==> src/pkg/rac_defines.svh <==
// Purpose: Offsets, field positions, reset values and timing for the
//          receive auxiliary control register slice.
// Assumes: Avalon-MM byte addressing, one 32-bit word per register.
// Notes:   Register index times four gives the byte address.
`ifndef RAC_DEFINES_SVH
`define RAC_DEFINES_SVH

// Register indices
`define RAC_IDX_AFC_LIMIT   12'h315
`define RAC_IDX_IR_CAL      12'h319
`define RAC_IDX_SHUTDOWN    12'h322
`define RAC_IDX_RX_POWER    12'h324

// Bus geometry
`define RAC_ADDR_W          14
`define RAC_DATA_W          32

// Reset values
`define RAC_RST_AFC_LIMIT   8'h32
`define RAC_RST_IR_CAL      6'h00
`define RAC_RST_SHUTDOWN    1'h0
`define RAC_RST_RX_POWER    5'h00

// Image-reject setup fields
`define RAC_IR_OVR_BIT      5
`define RAC_IR_FREQ_HI      4
`define RAC_IR_FREQ_LO      3
`define RAC_IR_LVL_HI       2
`define RAC_IR_LVL_LO       0

// Shutdown field
`define RAC_SHDN_BIT        0

// Receive enable fields
`define RAC_RX_CONV_BIT     4
`define RAC_RX_SIGSTR_BIT   3
`define RAC_RX_IFFILT_BIT   2
`define RAC_RX_MIXER_BIT    1
`define RAC_RX_LNA_BIT      0

// Timing
`define RAC_CLK_HZ          10000000
`define RAC_SYNC_STAGES     2

`endif

==> src/pkg/rac_pkg.sv <==
// Purpose: Types shared by the receive auxiliary control slice.
// Assumes: Constants come from rac_defines.svh.
// Notes:   Holds enumerations only.
package rac_pkg;

    // Bus handshake state
    typedef enum logic [1:0] {
        RAC_IDLE = 2'b00,
        RAC_ACK  = 2'b01
    } rac_bus_state_t;

    // Test tone crystal divider choice
    typedef enum logic [2:0] {
        RAC_DIV_OFF = 3'b000,
        RAC_DIV_4   = 3'b001,
        RAC_DIV_8   = 3'b010,
        RAC_DIV_16  = 3'b011
    } rac_tone_div_t;

endpackage

==> src/rtl/rac_sync.sv <==
// Purpose: Two-flop synchroniser for an asynchronous pin.
// Assumes: Pin is a slow level.
// Notes:   First stage feeds only the second.
module rac_sync
    import rac_pkg::*;
(
    // Clock and reset
    input  wire logic clk_sys,
    input  wire logic rstn,
    // Pin and result
    input  wire logic pin_in,
    output logic      level_out
);

    logic meta_q;
    logic sync_q;

    // Two flip-flop stage
    always_ff @(posedge clk_sys or negedge rstn) begin
        if (!rstn) begin
            meta_q <= 1'b0;
            sync_q <= 1'b0;
        end else begin
            meta_q <= pin_in;
            sync_q <= meta_q;
        end
    end

    assign level_out = sync_q;

endmodule

==> src/rtl/rac_tone_decode.sv <==
// Purpose: Decode image-reject test tone fields.
// Assumes: Pure combinational; caller registers results.
// Notes:   Level is a multiple of the minimum, zero meaning off.
module rac_tone_decode
    import rac_pkg::*;
(
    // Raw fields
    input  wire logic [1:0] freq_code,
    input  wire logic [2:0] level_code,
    // Decoded tone settings
    output rac_tone_div_t   tone_div,
    output logic [2:0]      tone_mult
);

    // Divider select
    always_comb begin
        case (freq_code)
            2'h1:    tone_div = RAC_DIV_4;
            2'h2:    tone_div = RAC_DIV_8;
            2'h3:    tone_div = RAC_DIV_16;
            default: tone_div = RAC_DIV_OFF;
        endcase
    end

    // Level as multiple of the minimum step
    always_comb begin
        case (level_code)
            3'h1, 3'h2: tone_mult = 3'h1;
            3'h3, 3'h4: tone_mult = 3'h2;
            3'h5, 3'h6: tone_mult = 3'h3;
            3'h7:       tone_mult = 3'h4;
            default:    tone_mult = 3'h0;
        endcase
    end

endmodule

==> src/rtl/rac_regs.sv <==
// Purpose: Receive auxiliary control registers on an Avalon-MM slave.
// Assumes: receive_state and if_bw_khz come from logic on clk_sys;
//          chip_select_pin is asynchronous and is synchronised here.
// Notes:   Every access answers with one wait cycle; unmapped reads
//          return zero and unmapped writes are dropped.
//          Only byte lane 0 carries register data; a write with lane 0
//          disabled is acknowledged but changes nothing.
//          Entry into the receive state reloads the pull-in limit and
//          wins over a host write to that register in the same cycle.
`include "rac_defines.svh"

module rac_regs
    import rac_pkg::*;
#(
    parameter int IF_BW_W = 9
)
(
    // Clock and reset
    input  wire logic                   clk_sys,
    input  wire logic                   rstn,

    // Avalon-MM slave
    input  wire logic [`RAC_ADDR_W-1:0] address,
    input  wire logic                   read,
    input  wire logic                   write,
    input  wire logic [3:0]             byteenable,
    input  wire logic [`RAC_DATA_W-1:0] writedata,
    output logic      [`RAC_DATA_W-1:0] readdata,
    output logic                        waitrequest,

    // Command processor side
    input  wire logic                   receive_state,
    input  wire logic [IF_BW_W-1:0]     if_bw_khz,

    // Serial chip select pin
    input  wire logic                   chip_select_pin,

    // Frequency correction
    output logic      [7:0]             afc_pull_in_limit,

    // Image-reject calibration source
    output logic                        ir_cal_result_override,
    output rac_tone_div_t               cal_tone_div,
    output logic      [2:0]             cal_tone_mult,

    // Shutdown
    output logic                        shutdown_request,
    output logic                        shutdown_start,

    // Receive front-end enables
    output logic                        converter_on,
    output logic                        signal_strength_on,
    output logic                        if_filter_on,
    output logic                        mixer_on,
    output logic                        low_noise_amp_on
);

    // Register storage
    logic [7:0]       afc_limit_q;
    logic [5:0]       ir_cal_q;
    logic             shdn_req_q;
    logic [4:0]       rx_pwr_q;

    // Bus handshake
    rac_bus_state_t   bus_state_q;
    logic             wait_q;
    logic [31:0]      rdata_q;

    // Receive state edge detect
    logic             rx_state_q;
    logic             rx_entry;
    logic [7:0]       half_bw;

    // Synchronised chip select
    logic             cs_level;

    // Registered outputs
    logic             ovr_q;
    rac_tone_div_t    div_q;
    logic [2:0]       mult_q;
    logic             shdn_start_q;
    logic             conv_q;
    logic             sig_q;
    logic             ifilt_q;
    logic             mix_q;
    logic             lna_q;

    // Decoder results
    rac_tone_div_t    div_d;
    logic [2:0]       mult_d;

    // Read mux and write strobes
    logic [31:0]      rdata_d;
    logic             wr_take;
    logic             wr_lane0;

    // Per-register write strobes
    logic             wr_afc;
    logic             wr_ir;
    logic             wr_shdn;
    logic             wr_rxp;

    // Image-reject setup fields
    logic             ir_ovr_bit;
    logic [1:0]       ir_freq_code;
    logic [2:0]       ir_level_code;

    // Register hit for a given index
    function automatic logic reg_hit(
        input logic [`RAC_ADDR_W-1:0] addr,
        input logic [11:0]            idx
    );
        reg_hit = (addr == {idx, 2'b00});
    endfunction

    // Chip select synchroniser
    rac_sync u_cs_sync (
        .clk_sys   (clk_sys),
        .rstn      (rstn),
        .pin_in    (chip_select_pin),
        .level_out (cs_level)
    );

    // Test tone decoder
    rac_tone_decode u_tone (
        .freq_code  (ir_freq_code),
        .level_code (ir_level_code),
        .tone_div   (div_d),
        .tone_mult  (mult_d)
    );

    // Write happens at the edge where the master sees waitrequest low
    assign wr_take  = write && !wait_q;
    assign wr_lane0 = wr_take && byteenable[0];

    // Write decode; one strobe per register, all low without a lane-0 write
    always_comb begin
        wr_afc  = 1'b0;
        wr_ir   = 1'b0;
        wr_shdn = 1'b0;
        wr_rxp  = 1'b0;
        if (wr_lane0) begin
            wr_afc  = reg_hit(address, `RAC_IDX_AFC_LIMIT);
            wr_ir   = reg_hit(address, `RAC_IDX_IR_CAL);
            wr_shdn = reg_hit(address, `RAC_IDX_SHUTDOWN);
            wr_rxp  = reg_hit(address, `RAC_IDX_RX_POWER);
        end
    end

    // Field split of the image-reject setup
    assign ir_ovr_bit    = ir_cal_q[`RAC_IR_OVR_BIT];
    assign ir_freq_code  = ir_cal_q[`RAC_IR_FREQ_HI:`RAC_IR_FREQ_LO];
    assign ir_level_code = ir_cal_q[`RAC_IR_LVL_HI:`RAC_IR_LVL_LO];

    // Bus handshake: one wait cycle, then one cycle with waitrequest low
    // The ack cycle always falls back to idle, so a held request is
    // never taken twice and back-to-back accesses need two cycles each
    always_ff @(posedge clk_sys or negedge rstn) begin
        if (!rstn) begin
            bus_state_q <= RAC_IDLE;
            wait_q      <= 1'b1;
        end else begin
            case (bus_state_q)
                RAC_IDLE: begin
                    if (read || write) begin
                        bus_state_q <= RAC_ACK;
                        wait_q      <= 1'b0;
                    end
                end
                RAC_ACK: begin
                    bus_state_q <= RAC_IDLE;
                    wait_q      <= 1'b1;
                end
                default: begin
                    bus_state_q <= RAC_IDLE;
                    wait_q      <= 1'b1;
                end
            endcase
        end
    end

    // Read mux; reserved and unmapped bits read as zero
    always_comb begin
        rdata_d = 32'h0000_0000;
        if (reg_hit(address, `RAC_IDX_AFC_LIMIT)) begin
            rdata_d[7:0] = afc_limit_q;
        end else if (reg_hit(address, `RAC_IDX_IR_CAL)) begin
            rdata_d[5:0] = ir_cal_q;
        end else if (reg_hit(address, `RAC_IDX_SHUTDOWN)) begin
            rdata_d[`RAC_SHDN_BIT] = shdn_req_q;
        end else if (reg_hit(address, `RAC_IDX_RX_POWER)) begin
            rdata_d[4:0] = rx_pwr_q;
        end
    end

    // Capture read data so it stands while waitrequest is low
    // Latched in the wait cycle, so a register change at the ack edge
    // cannot tear the word the master takes
    always_ff @(posedge clk_sys or negedge rstn) begin
        if (!rstn) begin
            rdata_q <= 32'h0000_0000;
        end else if (bus_state_q == RAC_IDLE && read) begin
            rdata_q <= rdata_d;
        end
    end

    // Receive state entry edge
    // Idle level of receive_state is low, so reset gives no false entry
    always_ff @(posedge clk_sys or negedge rstn) begin
        if (!rstn) begin
            rx_state_q <= 1'b0;
        end else begin
            rx_state_q <= receive_state;
        end
    end

    assign rx_entry = receive_state && !rx_state_q;
    assign half_bw  = 8'(if_bw_khz >> 1);

    // Pull-in limit; automatic load beats a host write in the same cycle
    always_ff @(posedge clk_sys or negedge rstn) begin
        if (!rstn) begin
            afc_limit_q <= `RAC_RST_AFC_LIMIT;
        end else if (rx_entry) begin
            afc_limit_q <= half_bw;
        end else if (wr_afc) begin
            afc_limit_q <= writedata[7:0];
        end
    end

    // Image-reject setup; reserved bits 7:6 are not stored
    always_ff @(posedge clk_sys or negedge rstn) begin
        if (!rstn) begin
            ir_cal_q <= `RAC_RST_IR_CAL;
        end else if (wr_ir) begin
            ir_cal_q <= writedata[5:0];
        end
    end

    // Shutdown request flag
    always_ff @(posedge clk_sys or negedge rstn) begin
        if (!rstn) begin
            shdn_req_q <= `RAC_RST_SHUTDOWN;
        end else if (wr_shdn) begin
            shdn_req_q <= writedata[`RAC_SHDN_BIT];
        end
    end

    // Receive front-end enables
    always_ff @(posedge clk_sys or negedge rstn) begin
        if (!rstn) begin
            rx_pwr_q <= `RAC_RST_RX_POWER;
        end else if (wr_rxp) begin
            rx_pwr_q <= writedata[4:0];
        end
    end

    // Calibration source outputs, registered
    always_ff @(posedge clk_sys or negedge rstn) begin
        if (!rstn) begin
            ovr_q  <= 1'b0;
            div_q  <= RAC_DIV_OFF;
            mult_q <= 3'h0;
        end else begin
            ovr_q  <= ir_ovr_bit;
            div_q  <= div_d;
            mult_q <= mult_d;
        end
    end

    // Shutdown starts only while chip select is high
    // Uses the synchronised select; the raw pin is never read here
    always_ff @(posedge clk_sys or negedge rstn) begin
        if (!rstn) begin
            shdn_start_q <= 1'b0;
        end else begin
            shdn_start_q <= shdn_req_q && cs_level;
        end
    end

    // Front-end enable outputs, registered
    // One extra flop keeps every top-level output straight off a register
    always_ff @(posedge clk_sys or negedge rstn) begin
        if (!rstn) begin
            conv_q  <= 1'b0;
            sig_q   <= 1'b0;
            ifilt_q <= 1'b0;
            mix_q   <= 1'b0;
            lna_q   <= 1'b0;
        end else begin
            conv_q  <= rx_pwr_q[`RAC_RX_CONV_BIT];
            sig_q   <= rx_pwr_q[`RAC_RX_SIGSTR_BIT];
            ifilt_q <= rx_pwr_q[`RAC_RX_IFFILT_BIT];
            mix_q   <= rx_pwr_q[`RAC_RX_MIXER_BIT];
            lna_q   <= rx_pwr_q[`RAC_RX_LNA_BIT];
        end
    end

    // Output drive
    assign readdata               = rdata_q;
    assign waitrequest            = wait_q;
    assign afc_pull_in_limit      = afc_limit_q;
    assign ir_cal_result_override = ovr_q;
    assign cal_tone_div           = div_q;
    assign cal_tone_mult          = mult_q;
    assign shutdown_request       = shdn_req_q;
    assign shutdown_start         = shdn_start_q;
    assign converter_on           = conv_q;
    assign signal_strength_on     = sig_q;
    assign if_filter_on           = ifilt_q;
    assign mixer_on               = mix_q;
    assign low_noise_amp_on       = lna_q;

endmodule

==> config.mk <==
export PLATFORM = sky130hd
export DESIGN_NAME = rac_regs
export DESIGN_NICKNAME = d
export VERILOG_FILES = /design/src/pkg/rac_pkg.sv /design/src/rtl/rac_sync.sv /design/src/rtl/rac_tone_decode.sv /design/src/rtl/rac_regs.sv
export VERILOG_INCLUDE_DIRS = /design/src /design/src/pkg
export SDC_FILE = /design/constraint.sdc
export NUM_CORES = 1
export LEC_CHECK = 0
export BUFFER_PORTS_ARGS = -buffer_cell sky130_fd_sc_hd__buf_4
export CAP_MARGIN = 20
export CORE_AREA = 2 2 71 73
export CTS_CLUSTER_SIZE = 12
export DETAILED_ROUTE_END_ITERATION = 10
export DIE_AREA = 0 0 73 75
export GPL_ROUTABILITY_DRIVEN = 0
export GPL_TIMING_DRIVEN = 0
export PLACE_DENSITY = 0.82
export SYNTH_ARGS = -nofsm -noshare
export SYNTH_HDL_FRONTEND = slang
export SYNTH_HIERARCHICAL = 1
export SYNTH_SLANG_ARGS = --single-unit
==> constraint.sdc <==
create_clock -name clk_sys -period 2.2 [get_ports clk_sys]
set_input_delay 0.44 -clock clk_sys [delete_from_list [all_inputs] [get_ports clk_sys]]
set_output_delay 0.44 -clock clk_sys [all_outputs]
set_load 0.02 [all_outputs]
==> results.py, run 1 <==
metrics = {
    "setup_path": {
        "criticalPathCategory": "primary input to register",
        "cp_slowest_stage_delay_ns": 0.39,
        "reg2regPathDepth": 4,
        "path_buf_inv": 1,
        "timing.rr.start": "waitrequest",
        "rr_endpoint": "shutdown_request",
        "critPathMaxFanout": 9,
        "slowest_stage": "nand4_1",
        "path_cells": "buf_4, nor4_4, nand4_1, nor4_2, mux2_1",
        "critical_path.top_delay_family": "simple AND/OR/NAND/NOR gates",
        "crit_required_ns": 2.38,
        "r2r_slack_ns": 0.46,
        "endpoint_kind": "register",
        "cp.arrival_ns": 1.96,
        "start_kind": "primary input",
    },
    "floorplanning": {
        "io_pins": 120,
        "coreArea_um2": 4660,
        "rows": 25,
        "start_util_pct": 46.8,
        "dieArea_um2": 5480,
        "die_x_um": 73,
        "dieHeight_um": 75,
    },
    "sta": {
        "fin_crit_sh_pct": 81.0,
        "grt_setup_unrepaired": "false",
        "hold_viol": 0,
        "relSlewSlack_pct": 62.5,
        "setup_viol": 0,
        "fmax_mhz": 561,
        "worst_pin_slew_ns": 0.563,
        "setup_tns_ns": 0,
        "fin_worst_skew_ns": 0.00224,
        "maxSlewViolCount": 0,
        "fin_ws_ns": 0.419,
        "period_minus_slack_ns": 1.78,
    },
    "cts": {
        "cts_max_path_buffers": 2,
        "hold_buffers": 0,
        "cts_buffers": 5,
        "cts_tree": "done",
        "ctsHtreeMaxLevel": 2,
        "insertion_delay_ns": 0.29,
        "clkSinkCount": 46,
        "post_cts_resized": 0,
        "cts_setup_buffers": 0,
        "cts.clk_slew.worst_paths_ns": 0.08,
        "cts_root_buffer": "clkbuf_8",
    },
    "synthesis": {
        "synthXorXnorAreaFrac_pct": 0.803,
        "ys_top_cells_by_count": "42 x dfrtp_1, 25 x buf_4, 16 x nor2_1",
        "syn_inst": 191,
        "netlist_top_cells_area": "dfrtp_1 48%, buf_4 8.6%, dfstp_2 4.8%, mux2_4 4.1%, a21oi_1 2.8%",
        "synth_top_family_by_area": "simple AND/OR/NAND/NOR gates",
        "yosysSeqAreaShare_pct": 53.0,
        "synth-compound-area-share_pct": 12.4,
        "synth.yosys.warnings": 6,
        "synth-edff-count": 0,
        "synth-simple-area-share_pct": 14.7,
        "synth.distinct_cells": 43,
        "syn_avg_cell_area_um2": 11.4,
        "synth_seq_cells": 46,
        "synth_top_area_share_pct": 48.2,
        "synthAdderAreaFrac_pct": 0,
        "synth_most_common_cell": "dfrtp_1",
        "syn-cell-area_um2": 2180,
        "synth-main-ff-cell": "dfrtp_1",
        "synth_largest_area_cell": "dfrtp_1",
        "synthArstFlopShare_pct": 100,
        "synth_mux_area_share_pct": 7.23,
    },
    "layout": {
        "area_delta_synth_final_pct": 34.5,
        "nNetsFinal": 353,
        "final_core_util_pct": 62.9,
        "antenna_cells": 0,
        "fill_cells": 388,
        "drive_above_1_share_pct": 43.3,
        "fin_cells": 343,
    },
    "place": {
        "dp_hpwl_mm": 3.70,
        "port_buffers": 67,
        "dp.cells": 335,
        "dp_slack_ns": 0.0870,
    },
    "global_route": {
        "grt_pass1_wl_mm": 7.81,
        "grt_overflow": 0,
        "antenna_found_initial": 0,
        "grt_util_all_layers_pct": 18.9,
        "grt_start_max_net_pins": 47,
        "grt_pass1_vias": 1679,
    },
    "power_and_ir_drop": {
        "p_total_mw": 1.72,
        "vdd_drop_max_v": 0.000317,
        "power_density_nw_per_um2": 585,
        "leakage_nw": 1.48,
    },
    "route": {
        "post_drt_wl_per_cell_um": 14.2,
        "drc_errors": 0,
        "ant_nets": 0,
        "drt-total-wl_mm": 4.86,
        "vias": 1702,
        "drtIter0Drc": 109,
        "drtPass1Iterations": 4,
        "vias_per_cell": 4.96,
    },
    "hold_path": {
        "worstHoldPathType": "primary input to asynchronous set/reset pin",
    },
    "run": {
        "maxCapViolations": 0,
    },
    "status": {
        "status": "finished, final reports clean",
    },
}
area by class of cell:
cell class | count | area [um2] | share of cell area [%]
plain buffers | 35 | 251 | 8.58
clock buffers | 6 | 82.6 | 2.82
clock inverters | 2 | 12.5 | 0.427
multi-input cells | 133 | 860 | 29.3
flip-flops and latches | 46 | 1160 | 39.4
well taps | 54 | 67.6 | 2.30
repair buffers | 67 | 503 | 17.2
through the flow:
stage	hold slack (ns)	area [um2]
final	0.135	2930
after global routing	0.191	2930
after CTS	0.156	2930
after detailed placement	0.337	2840
after global placement	0.332	2840
after floorplan	0.144	2270
logic make-up after synthesis:
logic type | Yosys count
compound gates | 43
xor+xnor | 2
buf+inv | 35
flops | 46
mux | 12
other cells | 2
simple gates | 51
power by group:
part           internal [mW]  switching, mW  leakage [nW]
clock                  0.253          0.280        0.0472
sequential             0.879         0.0207         0.603
combinational          0.128          0.154         0.827
how the worst max path moves through the flow:
stage | end | slack, ns | cells after the start | startpoint
2_1_floorplan | ir_cal_q[0] | 0.43 | 6 | address[13]
3_3_place_gp | shutdown_request | 0.09 | 5 | address[13]
3_5_place_dp | shutdown_request | 0.09 | 5 | address[13]
4_1_cts | shutdown_request | 0.41 | 5 | address[13]
5_1_grt | afc_pull_in_limit[7] | 0.27 | 6 | address[3]
6_report | shutdown_request | 0.42 | 5 | address[13]
sequential cells by signal, indices dropped and copies added (netlist names), 3 cells and up:
register and flops:
afc_pull_in_limit 8, cal_tone_div 3, cal_tone_mult 3, ir_cal_q 6, readdata 8, rx_pwr_q 5
cells in the final DEF, fill, tap and decap left out, types with 2 or more instances in the layout:
cell type / instances
dfstp_2: 4
and2_1: 2
buf_6: 2
o21ai_0: 8
nor2_1: 16
clkbuf_1: 4
clkbuf_8: 6
nand3b_1: 2
buf_4: 92
o31ai_1: 6
mux2_2: 5
dfrtp_1: 42
a31oi_1: 8
a2bb2oi_1: 4
conb_1: 25
buf_1: 3
a22o_1: 2
nand2b_1: 4
a21oi_1: 12
nor2b_1: 4
mux2_4: 6
nand2_1: 8
routing by layer:
layer,vias to the layer above,wire [um],GRT usage (%)
met2,70,2480,32.4
met1,804,1970,23.4
met5,-,0,0
met3,11,306,3.75
met4,0,111,8.02
li1,817,-,-
No activity file was read; power rests on OpenSTA's default activity.
==> inputs of run 2 (changes only) <==
--- a/config.mk
+++ b/config.mk
@@ -8,13 +8,13 @@
 export LEC_CHECK = 0
 export BUFFER_PORTS_ARGS = -buffer_cell sky130_fd_sc_hd__buf_4
 export CAP_MARGIN = 20
-export CORE_AREA = 2 2 71 73
+export CORE_AREA = 2 2 74 76
 export CTS_CLUSTER_SIZE = 12
 export DETAILED_ROUTE_END_ITERATION = 10
-export DIE_AREA = 0 0 73 75
+export DIE_AREA = 0 0 76 78
 export GPL_ROUTABILITY_DRIVEN = 0
 export GPL_TIMING_DRIVEN = 0
-export PLACE_DENSITY = 0.82
+export PLACE_DENSITY = 0.76
 export SYNTH_ARGS = -nofsm -noshare
 export SYNTH_HDL_FRONTEND = slang
 export SYNTH_HIERARCHICAL = 1
==> constraint.sdc (replaced) <==
create_clock -name clk_sys -period 1.85 [get_ports clk_sys]
set_input_delay 0.37 -clock clk_sys [delete_from_list [all_inputs] [get_ports clk_sys]]
set_output_delay 0.37 -clock clk_sys [all_outputs]
set_load 0.02 [all_outputs]
==> run 2 against run 1 <==
Sequential power rose by 19%. First-iteration DRC count fell by 64%. Clock-buffer cell count decreased by 1. Sequential share of layout area fell by 0.25 points. Clock skew grew 0.011 ns. Worst setup slack worse by 0.31 ns. Worst hold slack lost 0.087 ns. Final cell count rose by 4.7%.
==> results.py, run 2 (same netlist as run 1, synthesis figures left out) <==
metrics = {
    "floorplanning": {
        "rows": 26,
        "io_pins": 120,
        "dieHeight_um": 78,
        "dieArea_um2": 5930,
        "coreArea_um2": 5040,
        "die_x_um": 76,
        "start_util_pct": 43.3,
    },
    "power_and_ir_drop": {
        "leakage_nw": 1.47,
        "p_total_mw": 2.04,
        "vdd_drop_max_v": 0.000347,
        "power_density_nw_per_um2": 690,
    },
    "sta": {
        "maxSlewViolCount": 0,
        "fin_ws_ns": 0.107,
        "relSlewSlack_pct": 62.4,
        "fin_crit_sh_pct": 94.2,
        "fin_worst_skew_ns": 0.0130,
        "setup_viol": 0,
        "grt_setup_unrepaired": "false",
        "fmax_mhz": 574,
        "worst_pin_slew_ns": 0.564,
        "period_minus_slack_ns": 1.74,
        "hold_viol": 0,
        "whs_ns": 0.0485,
    },
    "route": {
        "drc_errors": 0,
        "drt-total-wl_mm": 5.01,
        "ant_nets": 0,
        "drtPass1Iterations": 4,
        "vias_per_cell": 4.83,
        "drtIter0Drc": 39,
        "post_drt_wl_per_cell_um": 14.0,
        "vias": 1735,
    },
    "setup_path": {
        "timing.rr.start": "waitrequest",
        "start_kind": "primary input",
        "endpoint_kind": "register",
        "critPathMaxFanout": 9,
        "criticalPathCategory": "primary input to register",
        "cp.arrival_ns": 1.94,
        "crit_required_ns": 2.04,
        "rr_endpoint": "shutdown_request",
        "r2r_slack_ns": 0.11,
        "reg2regPathDepth": 4,
    },
    "layout": {
        "layout.cells.most_common": "buf_4",
        "final_cell_mix": "92 x buf_4, 42 x dfrtp_1, 25 x conb_1",
        "area_delta_synth_final_pct": 35.3,
        "drive_above_1_share_pct": 43.3,
        "antenna_cells": 0,
        "fin_area_um2": 2950,
        "fill_cells": 454,
        "nNetsFinal": 353,
        "final_core_util_pct": 58.5,
    },
    "cts": {
        "cts_tree": "done",
        "hold_buffers": 0,
        "cts_max_path_buffers": 2,
        "cts_buffers": 5,
        "clkSinkCount": 46,
        "cts_root_buffer": "clkbuf_8",
        "post_cts_resized": 0,
        "cts_setup_buffers": 0,
        "insertion_delay_ns": 0.31,
        "cts.clk_slew.worst_paths_ns": 0.10,
        "ctsHtreeMaxLevel": 2,
    },
    "global_route": {
        "grt_start_max_net_pins": 47,
        "grt_pass1_vias": 1701,
        "grt_pass1_wl_mm": 8.09,
        "antenna_found_initial": 0,
        "grt_overflow": 0,
        "grt_util_all_layers_pct": 17.2,
    },
    "hold_path": {
        "worstHoldPathType": "primary input to asynchronous set/reset pin",
    },
    "place": {
        "post_dp_cell_area_um2": 2860,
        "dp_slack_ns": -0.203,
        "port_buffers": 67,
        "dp_hpwl_mm": 3.90,
    },
    "run": {
        "maxCapViolations": 0,
    },
    "status": {
        "status": "finished, final reports clean",
    },
}
-- run 2: cell type report --
cell class	instances	area [um2]	share of cell area (%)
buffer	35	251	8.52
clock buffer	5	68.8	2.33
clock inverter	3	25.0	0.848
multi-input combinational	133	860	29.1
sequential	46	1160	39.2
tap	70	87.6	2.97
timing repair buffer	67	503	17.0
-- run 2: metrics by stage --
step,instances,TNS [ns]
finish,359,0
global route,359,0
CTS,359,0
detailed placement,351,-1.57
global placement,351,-0.817
floorplan,214,0
-- run 2: how the worst max path moves through the flow --
stage | startpoint | endpoint | slack, ns
finish | address[13] | shutdown_request | 0.11
global route | waitrequest | shutdown_request | 0.01
CTS | waitrequest | shutdown_request | 0.10
detailed placement | address[13] | shutdown_request | -0.20
global placement | address[13] | shutdown_request | -0.21
floorplan | address[13] | ir_cal_q[0] | 0.15
-- run 2: layer usage --
| metal | up-vias | track usage, % | part of all wire, % |
|---|---|---|---|
| met5 | - | 0 | 0 |
| met4 | 0 | 6.91 | 2.5 |
| met3 | 12 | 3.60 | 6.3 |
| met2 | 69 | 29.2 | 50 |
| met1 | 842 | 21.7 | 41 |
| li1 | 812 | - | - |
-- run 2: report_power, final --
part / internal [mW] / leakage [nW] / switching, mW / total, mW
Clock: 0.273 / 0.0447 / 0.359 / 0.632
Combinational: 0.152 / 0.827 / 0.184 / 0.336
Sequential: 1.05 / 0.603 / 0.0237 / 1.07
-- run 2: critical path, cell delays in order --
cell and delay [ns]:
buf_4 0.12, nor4_4 0.30, nand4_1 0.42, nor4_2 0.38, mux2_1 0.34
